## config.mk

```make
export PLATFORM = sky130hd
export DESIGN_NAME = fkm_top
export DESIGN_NICKNAME = d
export VERILOG_FILES = /design/src/hdl/fkm_pkg.sv /design/src/hdl/fkm_key_if.sv /design/src/hdl/fkm_debounce.sv /design/src/hdl/fkm_digits.sv /design/src/hdl/fkm_top.sv
export SDC_FILE = /design/constraint.sdc
export NUM_CORES = 1
export LEC_CHECK = 0
export ABC_AREA = 1
export BUFFER_PORTS_ARGS = -buffer_cell sky130_fd_sc_hd__buf_4
export CAP_MARGIN = 40
export CORE_MARGIN = 8
export CORE_UTILIZATION = 24
export CTS_CLUSTER_SIZE = 40
export DETAILED_ROUTE_END_ITERATION = 16
export PLACE_DENSITY = 0.44
export RECOVER_POWER = 25
export SLEW_MARGIN = 15
export SYNTH_ARGS = -nofsm -noshare
export SYNTH_HDL_FRONTEND = slang
export SYNTH_SLANG_ARGS = --single-unit
```

## constraint.sdc

```tcl
create_clock -name clock -period 3.74 [get_ports clock]
set_input_delay 0.561 -clock clock [delete_from_list [all_inputs] [get_ports clock]]
set_output_delay 0.561 -clock clock [all_outputs]
set_load 0.01 [all_outputs]
```

## src/hdl/fkm_pkg.sv

```systemverilog
// Constants and types for the front keypad menu controller.
// Assumes a single 50 MHz clock and synchronous active-low reset.
package fkm_pkg;
	// ---------------------------------------------------------------
	// Timing
	// ---------------------------------------------------------------
	localparam int CLK_HZ = 50_000_000;
	localparam int TICK_US = 1000;
	localparam int TICK_CYCLES = CLK_HZ / 1_000_000 * TICK_US;
	localparam int DEBOUNCE_MS = 20;
	localparam int DEBOUNCE_TICKS = DEBOUNCE_MS * 1000 / TICK_US;
	localparam int HOLD_S = 3;
	localparam int HOLD_TICKS = HOLD_S * 1_000_000 / TICK_US;
	localparam int IDLE_S = 10;
	localparam int IDLE_TICKS = IDLE_S * 1_000_000 / TICK_US;
	localparam int STEP_MS = 500;
	localparam int STEP_TICKS = STEP_MS * 1000 / TICK_US;
	localparam int TCNT_W = 14;

	// ---------------------------------------------------------------
	// Digits and keys
	// ---------------------------------------------------------------
	localparam int DIGITS = 6;
	localparam logic [3:0] DIGIT_MAX = 4'h9;
	localparam logic [3:0] DIGIT_MINUS = 4'hF;
	localparam int UNLOCK_LEN = 4;
	localparam logic [1:0] KEY_CONFIRM = 2'h0;
	localparam logic [1:0] KEY_ADJUST = 2'h1;
	localparam logic [1:0] KEY_COMMAND = 2'h2;
	localparam logic [7:0] UNLOCK_SEQ = 8'h12;

	// Operating states, Gray coded in listed order
	typedef enum logic [2:0] {
		FKM_NORMAL = 3'b000,
		FKM_LOCKED = 3'b001,
		FKM_BASIC = 3'b011,
		FKM_OPER = 3'b010,
		FKM_TEACH = 3'b110
	} fkm_state_t;
endpackage : fkm_pkg

```

## src/hdl/fkm_key_if.sv

```systemverilog
// Debounced key events shared between keypad modules.
// Assumes one clock domain; events are one-cycle pulses.
`timescale 1ns/1ps
interface fkm_key_if;
	logic [2:0] level;
	logic [2:0] press;
	logic [2:0] release_ev;
	logic tick;
	modport src (output level, output press, output release_ev, output tick);
	modport dst (input level, input press, input release_ev, input tick);
endinterface : fkm_key_if

```

## src/hdl/fkm_debounce.sv

```systemverilog
// Tick generator and key debouncer for three front keys.
// Assumes raw keys are active high and synchronous to the clock.
`timescale 1ns/1ps
module fkm_debounce #(
	parameter int TICK_CYCLES = fkm_pkg::TICK_CYCLES
) (
	input wire logic clock,
	input wire logic rst_n,
	input wire logic [2:0] key_raw,
	fkm_key_if.src keys
);
	logic [15:0] pre;
	logic [2:0] stable;

	// Free-running tick paces all timing
	always_ff @(posedge clock) begin
		if (!rst_n || pre == 16'(TICK_CYCLES - 1)) begin
			pre <= 16'h0000;
		end else begin
			pre <= pre + 16'h0001;
		end
	end
	assign keys.tick = (pre == 16'(TICK_CYCLES - 1));

	// One filter per key; a change must hold for the whole window
	genvar g;
	generate
		for (g = 0; g < 3; g++) begin : g_key
			logic [7:0] cnt;
			logic filt;
			// Own flop per key, so no vector bit has two writers
			assign stable[g] = filt;
			always_ff @(posedge clock) begin
				if (!rst_n) begin
					cnt <= 8'h00;
					filt <= 1'b0;
				end else if (key_raw[g] == filt) begin
					cnt <= 8'h00;
				end else if (keys.tick) begin
					if (cnt == 8'(fkm_pkg::DEBOUNCE_TICKS - 1)) begin
						filt <= key_raw[g];
						cnt <= 8'h00;
					end else begin
						cnt <= cnt + 8'h01;
					end
				end
			end
		end
	endgenerate

	// Edge pulses of debounced levels
	logic [2:0] prev;
	always_ff @(posedge clock) begin
		if (!rst_n) begin
			prev <= 3'b000;
		end else begin
			prev <= stable;
		end
	end
	assign keys.level = stable;
	assign keys.press = stable & ~prev;
	assign keys.release_ev = ~stable & prev;
endmodule : fkm_debounce

```

## src/hdl/fkm_digits.sv

```systemverilog
// Numeric entry editor: highlighted digit, scroll and wrap.
// Assumes load and step strobes are one-cycle pulses.
`timescale 1ns/1ps
module fkm_digits #(
	parameter int DIGITS = fkm_pkg::DIGITS
) (
	input wire logic clock,
	input wire logic rst_n,
	input wire logic load,
	input wire logic [4*DIGITS-1:0] load_value,
	input wire logic is_signed,
	input wire logic step,
	input wire logic advance,
	output logic [4*DIGITS-1:0] value,
	output logic [$clog2(DIGITS)-1:0] cursor
);
	localparam int CW = $clog2(DIGITS);
	logic [3:0] cur;

	assign cur = value[4*cursor +: 4];

	// Digit update; top digit of signed values toggles 0 and minus
	always_ff @(posedge clock) begin
		if (!rst_n) begin
			value <= '0;
			cursor <= '0;
		end else if (load) begin
			value <= load_value;
			cursor <= '0;
		end else if (step) begin
			if (is_signed && cursor == CW'(DIGITS - 1)) begin
				value[4*cursor +: 4] <= (cur == fkm_pkg::DIGIT_MINUS) ? 4'h0 : fkm_pkg::DIGIT_MINUS;
			end else begin
				value[4*cursor +: 4] <= (cur >= fkm_pkg::DIGIT_MAX) ? 4'h0 : cur + 4'h1;
			end
		end else if (advance) begin
			// Wrap to lowest digit so corrections stay possible
			cursor <= (cursor == CW'(DIGITS - 1)) ? '0 : cursor + CW'(1);
		end
	end
endmodule : fkm_digits

```

## src/hdl/fkm_top.sv

```systemverilog
// Front keypad menu controller: states, menu, entry, time-out, lock.
// Assumes keys arrive synchronous; parameter storage lives outside.
`timescale 1ns/1ps
module fkm_top #(
	parameter int DIGITS = fkm_pkg::DIGITS,
	parameter int ITEM_W = 6,
	parameter int POINT_W = 5,
	parameter int TICK_CYCLES = fkm_pkg::TICK_CYCLES
) (
	input wire logic clock,
	input wire logic rst_n,
	input wire logic [2:0] key_raw,
	input wire logic lock_enable,
	input wire logic item_signed,
	input wire logic [ITEM_W-1:0] item_last,
	input wire logic [4*DIGITS-1:0] stored_value,
	input wire logic [4*DIGITS-1:0] display_value,
	output fkm_pkg::fkm_state_t state,
	output logic [ITEM_W-1:0] item,
	output logic editing,
	output logic [4*DIGITS-1:0] edit_value,
	output logic [$clog2(DIGITS)-1:0] blink_digit,
	output logic lock_prompt,
	output logic commit,
	output logic [4*DIGITS-1:0] commit_value,
	output logic tare,
	output logic counter_reset,
	output logic teach_store,
	output logic [4*DIGITS-1:0] teach_value,
	output logic [POINT_W-1:0] teach_point,
	output logic restore_defaults
);
	// ---------------------------------------------------------------
	// Key events
	// ---------------------------------------------------------------
	fkm_key_if keys ();
	fkm_debounce #(.TICK_CYCLES(TICK_CYCLES)) u_deb (
		.clock(clock),
		.rst_n(rst_n),
		.key_raw(key_raw),
		.keys(keys)
	);

	logic c_lv;
	logic a_lv;
	logic m_lv;
	logic c_pr;
	logic a_pr;
	logic m_pr;
	logic a_rl;
	logic any_pr;
	assign c_lv = keys.level[fkm_pkg::KEY_CONFIRM];
	assign a_lv = keys.level[fkm_pkg::KEY_ADJUST];
	assign m_lv = keys.level[fkm_pkg::KEY_COMMAND];
	assign c_pr = keys.press[fkm_pkg::KEY_CONFIRM];
	assign a_pr = keys.press[fkm_pkg::KEY_ADJUST];
	assign m_pr = keys.press[fkm_pkg::KEY_COMMAND];
	assign a_rl = keys.release_ev[fkm_pkg::KEY_ADJUST];
	assign any_pr = |keys.press;

	// ---------------------------------------------------------------
	// Hold timing
	// ---------------------------------------------------------------
	// Hold counter restarts whenever the key combination changes
	logic [2:0] combo;
	logic [fkm_pkg::TCNT_W-1:0] hold;
	logic hold_done;
	logic hold_used;
	always_ff @(posedge clock) begin
		if (!rst_n) begin
			combo <= 3'b000;
			hold <= '0;
		end else if (keys.level != combo || keys.level == 3'b000) begin
			combo <= keys.level;
			hold <= '0;
		end else if (keys.tick && !hold_done) begin
			hold <= hold + fkm_pkg::TCNT_W'(1);
		end
	end
	assign hold_done = (hold == fkm_pkg::TCNT_W'(fkm_pkg::HOLD_TICKS));

	// One action per hold; cleared by releasing all keys
	logic fire;
	always_ff @(posedge clock) begin
		if (!rst_n || keys.level == 3'b000) begin
			hold_used <= 1'b0;
		end else if (hold_done) begin
			hold_used <= 1'b1;
		end
	end
	assign fire = hold_done && !hold_used;

	// ---------------------------------------------------------------
	// Inactivity timer
	// ---------------------------------------------------------------
	logic [fkm_pkg::TCNT_W-1:0] idle;
	logic idle_done;
	always_ff @(posedge clock) begin
		if (!rst_n || any_pr || keys.level != 3'b000 || state == fkm_pkg::FKM_NORMAL
		    || state == fkm_pkg::FKM_TEACH) begin
			idle <= '0;
		end else if (keys.tick && !idle_done) begin
			idle <= idle + fkm_pkg::TCNT_W'(1);
		end
	end
	assign idle_done = (idle == fkm_pkg::TCNT_W'(fkm_pkg::IDLE_TICKS));

	// ---------------------------------------------------------------
	// Power-up default restore
	// ---------------------------------------------------------------
	// Confirm must be seen held once debounce has settled after reset
	logic [7:0] boot;
	logic booted;
	assign booted = (boot == 8'(fkm_pkg::DEBOUNCE_TICKS + 2));
	always_ff @(posedge clock) begin
		if (!rst_n) begin
			boot <= 8'h00;
			restore_defaults <= 1'b0;
		end else begin
			restore_defaults <= 1'b0;
			if (!booted && keys.tick) begin
				boot <= boot + 8'h01;
				if (boot == 8'(fkm_pkg::DEBOUNCE_TICKS + 1) && c_lv) begin
					restore_defaults <= 1'b1;
				end
			end
		end
	end

	// ---------------------------------------------------------------
	// Unlock sequence
	// ---------------------------------------------------------------
	localparam int SEQ_W = $clog2(fkm_pkg::UNLOCK_LEN + 1);
	logic [SEQ_W-1:0] seq_pos;
	logic [1:0] pressed_id;
	logic [1:0] want_id;
	logic unlocked;
	assign pressed_id = c_pr ? fkm_pkg::KEY_CONFIRM : (a_pr ? fkm_pkg::KEY_ADJUST : fkm_pkg::KEY_COMMAND);
	assign want_id = fkm_pkg::UNLOCK_SEQ[2*seq_pos +: 2];
	always_ff @(posedge clock) begin
		if (!rst_n || state != fkm_pkg::FKM_LOCKED) begin
			seq_pos <= '0;
		end else if (any_pr) begin
			// Mismatch restarts, but a mismatching first key may begin anew
			if (pressed_id == want_id) begin
				seq_pos <= seq_pos + SEQ_W'(1);
			end else begin
				seq_pos <= (pressed_id == fkm_pkg::UNLOCK_SEQ[1:0]) ? SEQ_W'(1) : '0;
			end
		end
	end
	assign unlocked = (seq_pos == SEQ_W'(fkm_pkg::UNLOCK_LEN));

	// ---------------------------------------------------------------
	// Operating state
	// ---------------------------------------------------------------
	// Chosen entry is remembered while the unlock code is typed
	fkm_pkg::fkm_state_t pending;
	logic leave;
	assign leave = fire && combo == 3'b001;
	always_ff @(posedge clock) begin
		if (!rst_n) begin
			state <= fkm_pkg::FKM_NORMAL;
			pending <= fkm_pkg::FKM_NORMAL;
		end else begin
			case (state)
				fkm_pkg::FKM_NORMAL: begin
					if (fire) begin
						// Only combinations below are recognised here
						if (combo == 3'b011) begin
							pending <= fkm_pkg::FKM_BASIC;
						end else if (combo == 3'b001) begin
							pending <= fkm_pkg::FKM_OPER;
						end else if (combo == 3'b010) begin
							pending <= fkm_pkg::FKM_TEACH;
						end
						if (combo == 3'b011 || combo == 3'b001 || combo == 3'b010) begin
							state <= lock_enable ? fkm_pkg::FKM_LOCKED : fkm_pkg::fkm_state_t'(
								combo == 3'b011 ? fkm_pkg::FKM_BASIC :
								combo == 3'b001 ? fkm_pkg::FKM_OPER : fkm_pkg::FKM_TEACH);
						end
					end
				end
				fkm_pkg::FKM_LOCKED: begin
					if (unlocked) begin
						state <= pending;
					end else if (idle_done) begin
						state <= fkm_pkg::FKM_NORMAL;
					end
				end
				fkm_pkg::FKM_BASIC, fkm_pkg::FKM_OPER: begin
					if (leave || idle_done) begin
						state <= fkm_pkg::FKM_NORMAL;
					end
				end
				fkm_pkg::FKM_TEACH: begin
					if (c_pr) begin
						state <= fkm_pkg::FKM_NORMAL;
					end
				end
				default: state <= fkm_pkg::FKM_NORMAL;
			endcase
		end
	end
	assign lock_prompt = (state == fkm_pkg::FKM_LOCKED);

	// ---------------------------------------------------------------
	// Menu item, editing and commit
	// ---------------------------------------------------------------
	logic in_setup;
	logic load;
	logic step;
	assign in_setup = (state == fkm_pkg::FKM_BASIC || state == fkm_pkg::FKM_OPER);

	// Scroll pace while adjust is held
	logic [9:0] step_cnt;
	always_ff @(posedge clock) begin
		if (!rst_n || !a_lv) begin
			step_cnt <= '0;
		end else if (keys.tick) begin
			step_cnt <= (step_cnt == 10'(fkm_pkg::STEP_TICKS - 1)) ? '0 : step_cnt + 10'h001;
		end
	end
	assign load = (in_setup || state == fkm_pkg::FKM_TEACH) && a_pr && !editing;
	assign step = editing && a_lv && keys.tick && step_cnt == '0;

	fkm_digits #(.DIGITS(DIGITS)) u_dig (
		.clock(clock),
		.rst_n(rst_n),
		.load(load),
		.load_value(state == fkm_pkg::FKM_TEACH ? display_value : stored_value),
		.is_signed(item_signed),
		.step(step),
		.advance(editing && a_rl),
		.value(edit_value),
		.cursor(blink_digit)
	);

	// Item pointer, edit flag and commit strobe
	always_ff @(posedge clock) begin
		if (!rst_n) begin
			item <= '0;
			editing <= 1'b0;
			commit <= 1'b0;
			commit_value <= '0;
		end else begin
			commit <= 1'b0;
			if (!in_setup && state != fkm_pkg::FKM_TEACH) begin
				item <= '0;
				editing <= 1'b0;
			end else if (load) begin
				editing <= 1'b1;
			end else if (in_setup && c_pr && !m_lv) begin
				if (editing) begin
					commit <= 1'b1;
					commit_value <= edit_value;
					editing <= 1'b0;
				end
				item <= (item >= item_last) ? '0 : item + ITEM_W'(1);
			end
		end
	end

	// ---------------------------------------------------------------
	// Command key functions
	// ---------------------------------------------------------------
	always_ff @(posedge clock) begin
		if (!rst_n) begin
			tare <= 1'b0;
			counter_reset <= 1'b0;
			teach_store <= 1'b0;
			teach_value <= '0;
			teach_point <= '0;
		end else begin
			tare <= m_pr && state == fkm_pkg::FKM_NORMAL && !c_lv;
			counter_reset <= m_pr && state == fkm_pkg::FKM_NORMAL && c_lv;
			teach_store <= 1'b0;
			if (state != fkm_pkg::FKM_TEACH) begin
				teach_point <= '0;
			end else if (m_pr) begin
				teach_store <= 1'b1;
				teach_value <= editing ? edit_value : display_value;
				teach_point <= teach_point + POINT_W'(1);
			end
		end
	end
endmodule : fkm_top

```

## Word level (Yosys, flattened, before mapping)

Index checks and enable logic that the tools add are counted.

- Add/subtract/negate cells: 14
- Order comparisons: 2
- Eq/ne operators: 32
- Shift operators: 5
- Multiplexer cells: 37
- Bitwise operators: 13
- Reduce and logical (&&, ||, !) cells: 70

Operator list:

| kind | count |
|---|---|
| $mux W24 | 5 |
| $shiftx A4 B34 Y24 | 2 |
| $bwmux W24 | 2 |
| $mux W3 | 14 |
| $eq A8 B5 Y1 const B | 5 |
| $neg A5 Y34 | 1 |
| $shift A4 B34 Y24 const A | 1 |
| $add A8 B1 Y8 const B | 4 |
| $add A14 B1 Y14 const B | 2 |
| $mux W8 | 3 |
| $shiftx A24 B6 Y4 | 1 |
| $logic_and A1 B1 Y1 | 19 |
| $add A16 B1 Y16 const B | 1 |
| $eq A16 B16 Y1 const B | 1 |
| $reduce_or A2 Y1 | 8 |
| $eq A14 B12 Y1 const B | 1 |
| $eq A14 B14 Y1 const B | 1 |
| $logic_or A1 B1 Y1 | 14 |
| $eq A3 B2 Y1 const B | 4 |
| $pmux W3 S4 | 1 |
| $reduce_and A3 Y1 | 4 |
| $add A10 B1 Y10 const B | 1 |
| $eq A10 B9 Y1 const B | 1 |
| $logic_not A1 Y1 | 10 |
| other kinds (36) | 67 |

- Register bits: 197
- Input bits: 61
- Output and inout bits: 96
- Logic and storage cells: 202

## Depth between registers and ports, before layout

Gate-level depths: netlist of run 1.

- Depth in word-level cells: 8
- Gate-level depth with buffers: 18
- Gate-level depth less buffers: 16

## Cells and area by module

From an unflattened synthesis of run 1, not the netlist that was laid out.

- Cells, all modules: 1651
- Area, all modules: 10968.0 sq um

By module, submodules not included:

| module | instances | cells an instance | area each (sq um) | seq. area each (sq um) |
|---|---|---|---|---|
| fkm_top | 1 | 906 | 6294.8 | 2482.4 |
| fkm_debounce | 1 | 417 | 2620.0 | 920.9 |
| fkm_digits | 1 | 328 | 2053.2 | 540.5 |

## Worst setup path after synthesis of run 1

OpenSTA, ideal clock, no wires.

- Kind: reg-to-reg
- Start: register u_dig.cursor[0]
- End: register u_dig.value[23]
- Library setup time: 0.124 ns
- Data arrival time: 2.130 ns
- Data required time: 3.616 ns
- Setup slack: 1.486 ns
- Cell stages (with the launch flop): 14
- Path buffers: 2
- Clock period less this slack: 2.254 ns
- Path through: dfxtp_1 -> buf_4 -> inv_2 -> buf_4 -> ha_1 -> ha_1 -> inv_1 -> nand3_1 -> nor2_1 -> inv_1 -> nor2_1 -> nand2_1 -> nor3b_2 -> a21oi_1

- Word-level cells in the longest chain between the ends: 8
- Elaborated cells between the ends (all ways): 17
- Those cells by class: add/sub (2); order compare (1); eq/ne (2); shift (4); mux (7); reduce/logical (1)

RTL lines:

| what | line | source |
|---|---|---|
| start, declared | fkm_digits.sv:15 | `output logic [$clog2(DIGITS)-1:0] cursor` |
| start signal, assigned | fkm_digits.sv:38 | `cursor <= (cursor == CW'(DIGITS - 1)) ? '0 : cursor + CW'(1);` |
| $shiftx A24 B6 Y4 | fkm_digits.sv:20 | `assign cur = value[4*cursor +: 4];` |
| $add A4 B1 Y4 (tied with other cells) | fkm_digits.sv:34 | `value[4*cursor +: 4] <= (cur >= fkm_pkg::DIGIT_MAX) ? 4'h0 : cur + 4'h1;` |
| $mux W4, on equally long branches | fkm_digits.sv:34, fkm_digits.sv:32 |  |
| $shiftx A4 B34 Y24, on equally long branches | fkm_digits.sv:34, fkm_digits.sv:32 |  |
| $bwmux W24, on equally long branches | fkm_digits.sv:34, fkm_digits.sv:32 |  |
| $mux W24 * | fkm_digits.sv:31 | `if (is_signed && cursor == CW'(DIGITS - 1)) begin` |
| $mux W24 * | fkm_digits.sv:30 | `end else if (step) begin` |
| $mux W24 * | fkm_digits.sv:27 | `end else if (load) begin` |
| end signal, assigned | fkm_digits.sv:28 | `value <= load_value;` |
| end signal, assigned by index | fkm_digits.sv:32 | `value[4*cursor +: 4] <= (cur == fkm_pkg::DIGIT_MINUS) ? 4'h0 : fkm_pkg::DIGIT_MINUS;` |
| end signal, assigned by index | fkm_digits.sv:34 |  |
| end, declared | fkm_digits.sv:14 | `output logic [4*DIGITS-1:0] value,` |

Every way passes the cells marked *; elsewhere a longest branch is shown, timed or not. The select of a mux whose other input is x is not followed.
A chain may end at the register's enable or synchronous reset.

## Worst setup path in the final report of run 1

- Start: register u_dig.cursor[0]
- End: register u_dig.value[22]

The elaborated chain is that of the path after synthesis.

==> results.toml, run 1 <==
[synthesis]
proportion_of_synthesized_area_in_mux_cells_pct = 0
synth-simple-area-share_pct = 28.1
synth_fa_ha_area_share_pct = 3.85
synth_cells = 1434
postSynthAreaPerCell_sq_um = 7.03
yosys.cell_types.count = 46
syn_area_sq_um = 10100
synth_top_cells_by_count = "291 x sky130_fd_sc_hd__nand2_1, 197 x sky130_fd_sc_hd__dfxtp_1, 178 x sky130_fd_sc_hd__a21oi_1"
synth.ff_latch_count = 197
synthMostInstantiatedCell = "sky130_fd_sc_hd__nand2_1"
yosysSeqAreaShare_pct = 39.1
warnings_synthesis = 0
synthXorXnorAreaFrac_pct = 2.09
netlist_top_cells_area = "sky130_fd_sc_hd__dfxtp_1 39%, sky130_fd_sc_hd__nand2_1 11%, sky130_fd_sc_hd__a21oi_1 8.8%, sky130_fd_sc_hd__inv_1 6.6%, sky130_fd_sc_hd__o21ai_0 5.4%"
syn-num-nets = 1526
synth.top_cell.area_share_pct = 39.1
share_of_the_synthesized_area_in_compound_gates_ao_oa_aoi_oai_pct = 17.8
flip_flop_cell_with_the_highest_count_after_synthesis = "sky130_fd_sc_hd__dfxtp_1"
synth-edff-count = 0
dominant_combinational_cell_family_by_area_after_synthesis = "simple AND/OR/NAND/NOR gates"
synthDominantAreaCellType = "sky130_fd_sc_hd__dfxtp_1"
async_reset_ff_share_pct = 0

[setup_path]
timing.critical_path.slowest_cell_delay_ns = 0.30
r2r_cells = 17
cpMaxStageDelayCell = "sky130_fd_sc_hd__dfxtp_1"
path_buf_inv = 4
required_arrival_time_at_the_worst_endpoint_ns = 4.13
worstSetupPathType = "register to register"
critical_path_depth = 17
crit_path_end_kind = "register"
crit_path_start_kind = "register"
critical_path.most_common_cell = "sky130_fd_sc_hd__nand2_1"
crit_arrival_ns = 2.99
critPathTopFamily = "simple AND/OR/NAND/NOR gates"
critical_path.cell_chain = "buf_4 > inv_2 > nand2_1 > nand3_1 > nand2_1 > nand2_1 > nand2_1 > inv_1 > ha_1 > inv_1 > nor2_1 > nand3_1 > nand2_2 > nand4_1 > nor2_1 > nand3_1 > a21oi_1"
critical_path_peak_fanout = 21

[hold_path]
whs_path_depth = 3
hold_path.class = "input pin to register"

[sta]
finalWorstSetupSlack_ns = 1.14
max_freq_mhz = 385
drv_slew = 0
post-route-min-period_ns = 2.60
fin_tns_setup_ns = 0
setup_viol = 0
slew_headroom_pct = 50.8
tightestPinTransition_ns = 0.732
finalHoldViolCount = 0
fin_worst_skew_ns = 0.0153
setup_repair_after_global_routing_missed_its_margin = "no"
final_min_period_over_clock_period_pct = 69.5

[route]
route.antenna.remaining_nets = 0
vias_per_cell = 4.63
dr.pass1.iters = 5
wl_mm = 35.7
first_iter_violations = 806
route.vias.total = 9866
post_route_drc = 0
routed_wire_length_per_instance_um = 16.7

[clocking]
holdBufCountCts = 0
cts_tree = "done"
cts-root-buf = "sky130_fd_sc_hd__clkbuf_16"
ctsHtreeMaxLevel = 4
worstSkewPairLatency_ns = 0.47
clock_transition_at_the_registers_of_the_reported_paths_ns = 0.08
cts.repair_timing.setup_buffer_count = 0
cts_max_path_buffers = 2
cts_buffers = 17
post_cts.resized_instances = 0
tritoncts_num_sinks = 197

[floorplan]
top_ports = 157
die_h_um = 221
fp.coreArea_sq_um = 41700
start_util_pct = 24.2
core.rowCount = 75
fp.dieW_um = 221
die_area_sq_um = 48800

[layout]
area.growth.synth_to_final_pct = 20.1
drive_above_1_share_pct = 11.3
finish.cell_count_without_fillers = 2131
layout.cell_area.non_filler_sq_um = 12100
layout.nets = 1668

[power]
peak_ir_drop_on_the_vdd_network_mv = 0.248
total_power_per_unit_cell_area_nw_per_um2 = 350
power.static_leakage_nw = 4.67

[global_routing]
grt_antenna_before_repair = 4
maximum_number_of_pins_on_one_net_before_global_route_repair = 56
all_layer_global_routing_usage_pct = 14.3
met3_layer_usage_reported_by_global_route_pct = 2.75
first_global_vias = 9501
met2_usage_pct = 23.5
first_pass_grt_wire_length_mm = 55.3
gr-usage-met1_pct = 18.4
grt.busiest_layer = "met2"
globalRouteOverflowTotal = 0

[place]
routabilityCongestion = 0.870
placed_cells_incl_taps = 2096
post_dp_cell_area_sq_um = 11800
hpwl_mm = 27.3
dp_slack_ns = 1.17
port_buffers = 156

[status]
status = "finished, final reports clean"

[job]
drv.max_cap_violation_count = 0
state kept, by name (all words and copies together) (netlist names), 3 cells and up:
| name | count |
|---|---|
| commit_value | 24 |
| teach_value | 24 |
| u_deb.g_key.cnt | 24 |
| u_dig.value | 24 |
| u_deb.pre | 16 |
| hold | 14 |
| idle | 14 |
| step_cnt | 10 |
| boot | 8 |
| item | 6 |
| teach_point | 5 |
| combo | 3 |
| pending | 3 |
| seq_pos | 3 |
| state | 3 |
| u_deb.g_key.filt | 3 |
| u_deb.prev | 3 |
| u_dig.cursor | 3 |
final timing paths:
kind	start	to	slack, ns
max reg2reg	u_dig.cursor[0]	u_dig.value[22]	1.14
min reg2reg	u_deb.pre[0]	u_deb.pre[0]	0.46
min	display_value[1]	teach_value[1]	0.37
max	u_dig.cursor[0]	u_dig.value[22]	1.14
cells by family after synthesis:
kind of cell | Yosys count
AOI/OAI and AO/OA | 338
xor gates and xnor gates | 24
adders and majority gates | 31
buffers and inverters | 230
DFF | 197
and+or+nand+nor | 614
cell type report:
| type | count | area, sq um |
|---|---|---|
| Antenna cell | 3 | 7.51 |
| Clock buffer | 19 | 443 |
| Clock inverter | 13 | 109 |
| Fill cell | 4717 | 29600 |
| Inverter | 187 | 702 |
| Multi-Input combinational cell | 1007 | 5230 |
| Sequential cell | 197 | 3940 |
| Tap cell | 539 | 674 |
| Timing Repair Buffer | 166 | 995 |
stage by stage:
step                      utilization, %  hold WS, ns  power (mW)
after global placement              28.3        0.433        2.46
final                               29.0        0.374        4.23
after floorplan                        -        0.418        2.33
after CTS                           29.6        0.347        4.30
after detailed placement            28.3        0.440        2.46
after global routing                29.0        0.352        4.41
layer usage:
layer	wire length [um]	vias up	share of wire, %
met4	741	0	2.1
li1	-	5071	-
met1	16700	4565	47
met5	0	-	0
met3	1450	35	4.1
met2	16700	195	47
power by group:
part / switching [mW] / internal (mW)
sequential: 0.0139 / 2.11
combinational: 0.179 / 0.111
clock: 0.931 / 0.892
total: 1.12 / 3.11
tightest hold or removal path, cell delays in order:
cell and delay (ns):
sky130_fd_sc_hd__buf_4 0.11, sky130_fd_sc_hd__nand2_1 0.05, sky130_fd_sc_hd__a31oi_1 0.07
layout by cell type, fill, tap and decap left out, types with 7 or more instances in the layout:
cell / Yosys / layout
sky130_fd_sc_hd__nor4_1: 20 / 20
sky130_fd_sc_hd__clkbuf_16: 0 / 17
sky130_fd_sc_hd__ha_1: 31 / 31
sky130_fd_sc_hd__inv_2: 8 / 9
sky130_fd_sc_hd__buf_4: 4 / 99
sky130_fd_sc_hd__nand3_1: 77 / 77
sky130_fd_sc_hd__nand2_1: 291 / 291
sky130_fd_sc_hd__nand4_1: 29 / 29
sky130_fd_sc_hd__nor3b_1: 7 / 7
sky130_fd_sc_hd__nor2_1: 107 / 106
sky130_fd_sc_hd__inv_6: 0 / 10
sky130_fd_sc_hd__dfxtp_1: 197 / 197
sky130_fd_sc_hd__inv_1: 177 / 176
sky130_fd_sc_hd__nor3_1: 41 / 41
sky130_fd_sc_hd__nor2_2: 6 / 7
sky130_fd_sc_hd__clkbuf_1: 25 / 68
sky130_fd_sc_hd__a31oi_1: 27 / 27
sky130_fd_sc_hd__xor2_1: 19 / 19
sky130_fd_sc_hd__nor3_2: 7 / 7
sky130_fd_sc_hd__a21oi_1: 178 / 178
sky130_fd_sc_hd__a211oi_1: 12 / 12
sky130_fd_sc_hd__o21ai_0: 108 / 108
No activity file was read; power rests on OpenSTA's default activity.
==> run 2, diff against run 1 <==
Clock period 3.74 ns to 2.4 ns, I/O delays scaled along.
==> run 2 against run 1 <==
  * Flip-flop and latch count stayed put
  * Final cell count is 1.9% higher
  * Via count is 2.9% higher
  * Critical path type unchanged
  * Largest cell class unchanged
  * Largest power group unchanged
==> results.toml, run 2 (same netlist as run 1, synthesis figures left out) <==
[route]
first_iter_violations = 777
routed_wire_length_per_instance_um = 16.6
vias_per_cell = 4.67
met3RoutedLength_mm = 1.57
met2RoutedLength_mm = 16.8
post_route_drc = 0
wl_mm = 36.1
route.antenna.remaining_nets = 0
routedLengthMet1_mm = 17.0
route.vias.total = 10148
top_signal_layer_used = "met4"
dr.pass1.iters = 5

[setup_path]
crit_arrival_ns = 2.58
crit_path_start_kind = "register"
crit_path_end_kind = "register"
required_arrival_time_at_the_worst_endpoint_ns = 2.79
worstReg2RegStart = "u_dig.cursor[0]"
worstSetupPathType = "register to register"
critical_path_peak_fanout = 10
critical_path.startpoint = "u_dig.cursor[0]"

[clocking]
cts-root-buf = "sky130_fd_sc_hd__clkbuf_16"
cts_tree = "done"
tritoncts_num_sinks = 197
clock_transition_at_the_registers_of_the_reported_paths_ns = 0.08
cts_buffers = 17
cts_max_path_buffers = 2
worstSkewPairLatency_ns = 0.46
ctsHtreeMaxLevel = 4

[sta]
max_freq_mhz = 457
fin_worst_skew_ns = 0.0140
setup_repair_after_global_routing_missed_its_margin = "yes"
final_min_period_over_clock_period_pct = 91.1
setup_viol = 0
fin_tns_setup_ns = 0
finalHoldViolCount = 0
timing.hold.ws_ns = 0.176
slew_headroom_pct = 62.1
tightestPinTransition_ns = 0.562
finalWorstSetupSlack_ns = 0.213
post-route-min-period_ns = 2.19
drv_slew = 0

[layout]
area.growth.synth_to_final_pct = 24.7
layout.nets = 1711
seq_area_sq_um = 3950
layout.cell_area.non_filler_sq_um = 12600
most_common_library_cell_in_the_layout_ignoring_fill_and_taps = "sky130_fd_sc_hd__nand2_1"
fillerInstances = 4637
drive_above_1_share_pct = 14.5
multi_input_area_sq_um = 5280
mostFrequentLayoutCells = "291 x sky130_fd_sc_hd__nand2_1, 195 x sky130_fd_sc_hd__dfxtp_1, 178 x sky130_fd_sc_hd__a21oi_1"

[hold_path]
timing.hold.worst.start = "display_value[8]"
hold_path.class = "input pin to register"

[power]
power.static_leakage_nw = 4.95
total_power_per_unit_cell_area_nw_per_um2 = 532
peak_ir_drop_on_the_vdd_network_mv = 0.480

[global_routing]
globalRouteOverflowTotal = 0
grt_antenna_before_repair = 1
all_layer_global_routing_usage_pct = 14.5
first_global_vias = 9662
first_pass_grt_wire_length_mm = 56.2
maximum_number_of_pins_on_one_net_before_global_route_repair = 49

[floorplan]
start_util_pct = 24.2
core.rowCount = 75
fp.dieW_um = 221
fp.coreArea_sq_um = 41700
top_ports = 157
die_h_um = 221
die_area_sq_um = 48800

[place]
port_buffers = 156
routabilityCongestion = 0.920
hpwl_mm = 28.0
post_dp_cell_area_sq_um = 12100
dp_slack_ns = 0.186

[job]
drv.max_cap_violation_count = 0

[status]
status = "finished, final reports clean"
run 2: metal layers:
metal | global-route usage (%) | vias up
met5 | 0 | -
met4 | 5.12 | 0
met3 | 2.49 | 44
met2 | 23.7 | 232
met1 | 19.1 | 4709
li1 | - | 5163
run 2: area by class of cell:
cell class              instances  area share [%]
multi-input cells            1007            42.0
flip-flops and latches        197            31.4
repair buffers                209            11.0
inverters                     187            5.63
well taps                     539            5.37
clock buffers                  18            3.41
clock inverters                14            1.14
diodes                          1          0.0199
run 2: path summary, 6_finish.rpt:
path | slack [ns] | cells past startpoint | to
setup / recovery | 0.21 | 16 | u_dig.value[6]
hold / removal | 0.18 | 3 | teach_value[8]
setup reg to reg | 0.21 | 16 | u_dig.value[6]
hold reg to reg | 0.45 | 2 | pending[0]
run 2: power breakdown:
group	internal, mW	switching [mW]	leakage (nW)
sequential	3.28	0.0202	1.59
combinational	0.185	0.283	3.09
clock	1.46	1.46	0.269
run 2: critical path, cell delays in order, from the launching register on:
cell and delay, ns:
sky130_fd_sc_hd__dfxtp_4 0.39, sky130_fd_sc_hd__buf_12 0.12, sky130_fd_sc_hd__nand2_1 0.06, sky130_fd_sc_hd__nand3_1 0.08, sky130_fd_sc_hd__nand2_1 0.05, sky130_fd_sc_hd__nand2_1 0.05, sky130_fd_sc_hd__nand2_1 0.11, sky130_fd_sc_hd__inv_2 0.09
sky130_fd_sc_hd__ha_1 0.13, sky130_fd_sc_hd__inv_1 0.03, sky130_fd_sc_hd__nor2_1 0.09, sky130_fd_sc_hd__nand3_1 0.12, sky130_fd_sc_hd__nand2_4 0.12, sky130_fd_sc_hd__nand4_1 0.21, sky130_fd_sc_hd__nor2_4 0.20, sky130_fd_sc_hd__nand3_1 0.09
sky130_fd_sc_hd__a21oi_1 0.15
run 2: stage by stage:
step	total power, mW	utilization (%)	cells
floorplan	3.63	-	1434
finish	6.69	30.2	2172
global placement	3.86	29.1	2134
global route	6.99	30.2	2172
CTS	6.82	30.5	2166
detailed placement	3.86	29.1	2134
run 2: timing repair:
action,CTS,global route
setup endpoints to repair,0,23
hold buffers,0,0
resized for setup,0,20
buffers inserted,0,4
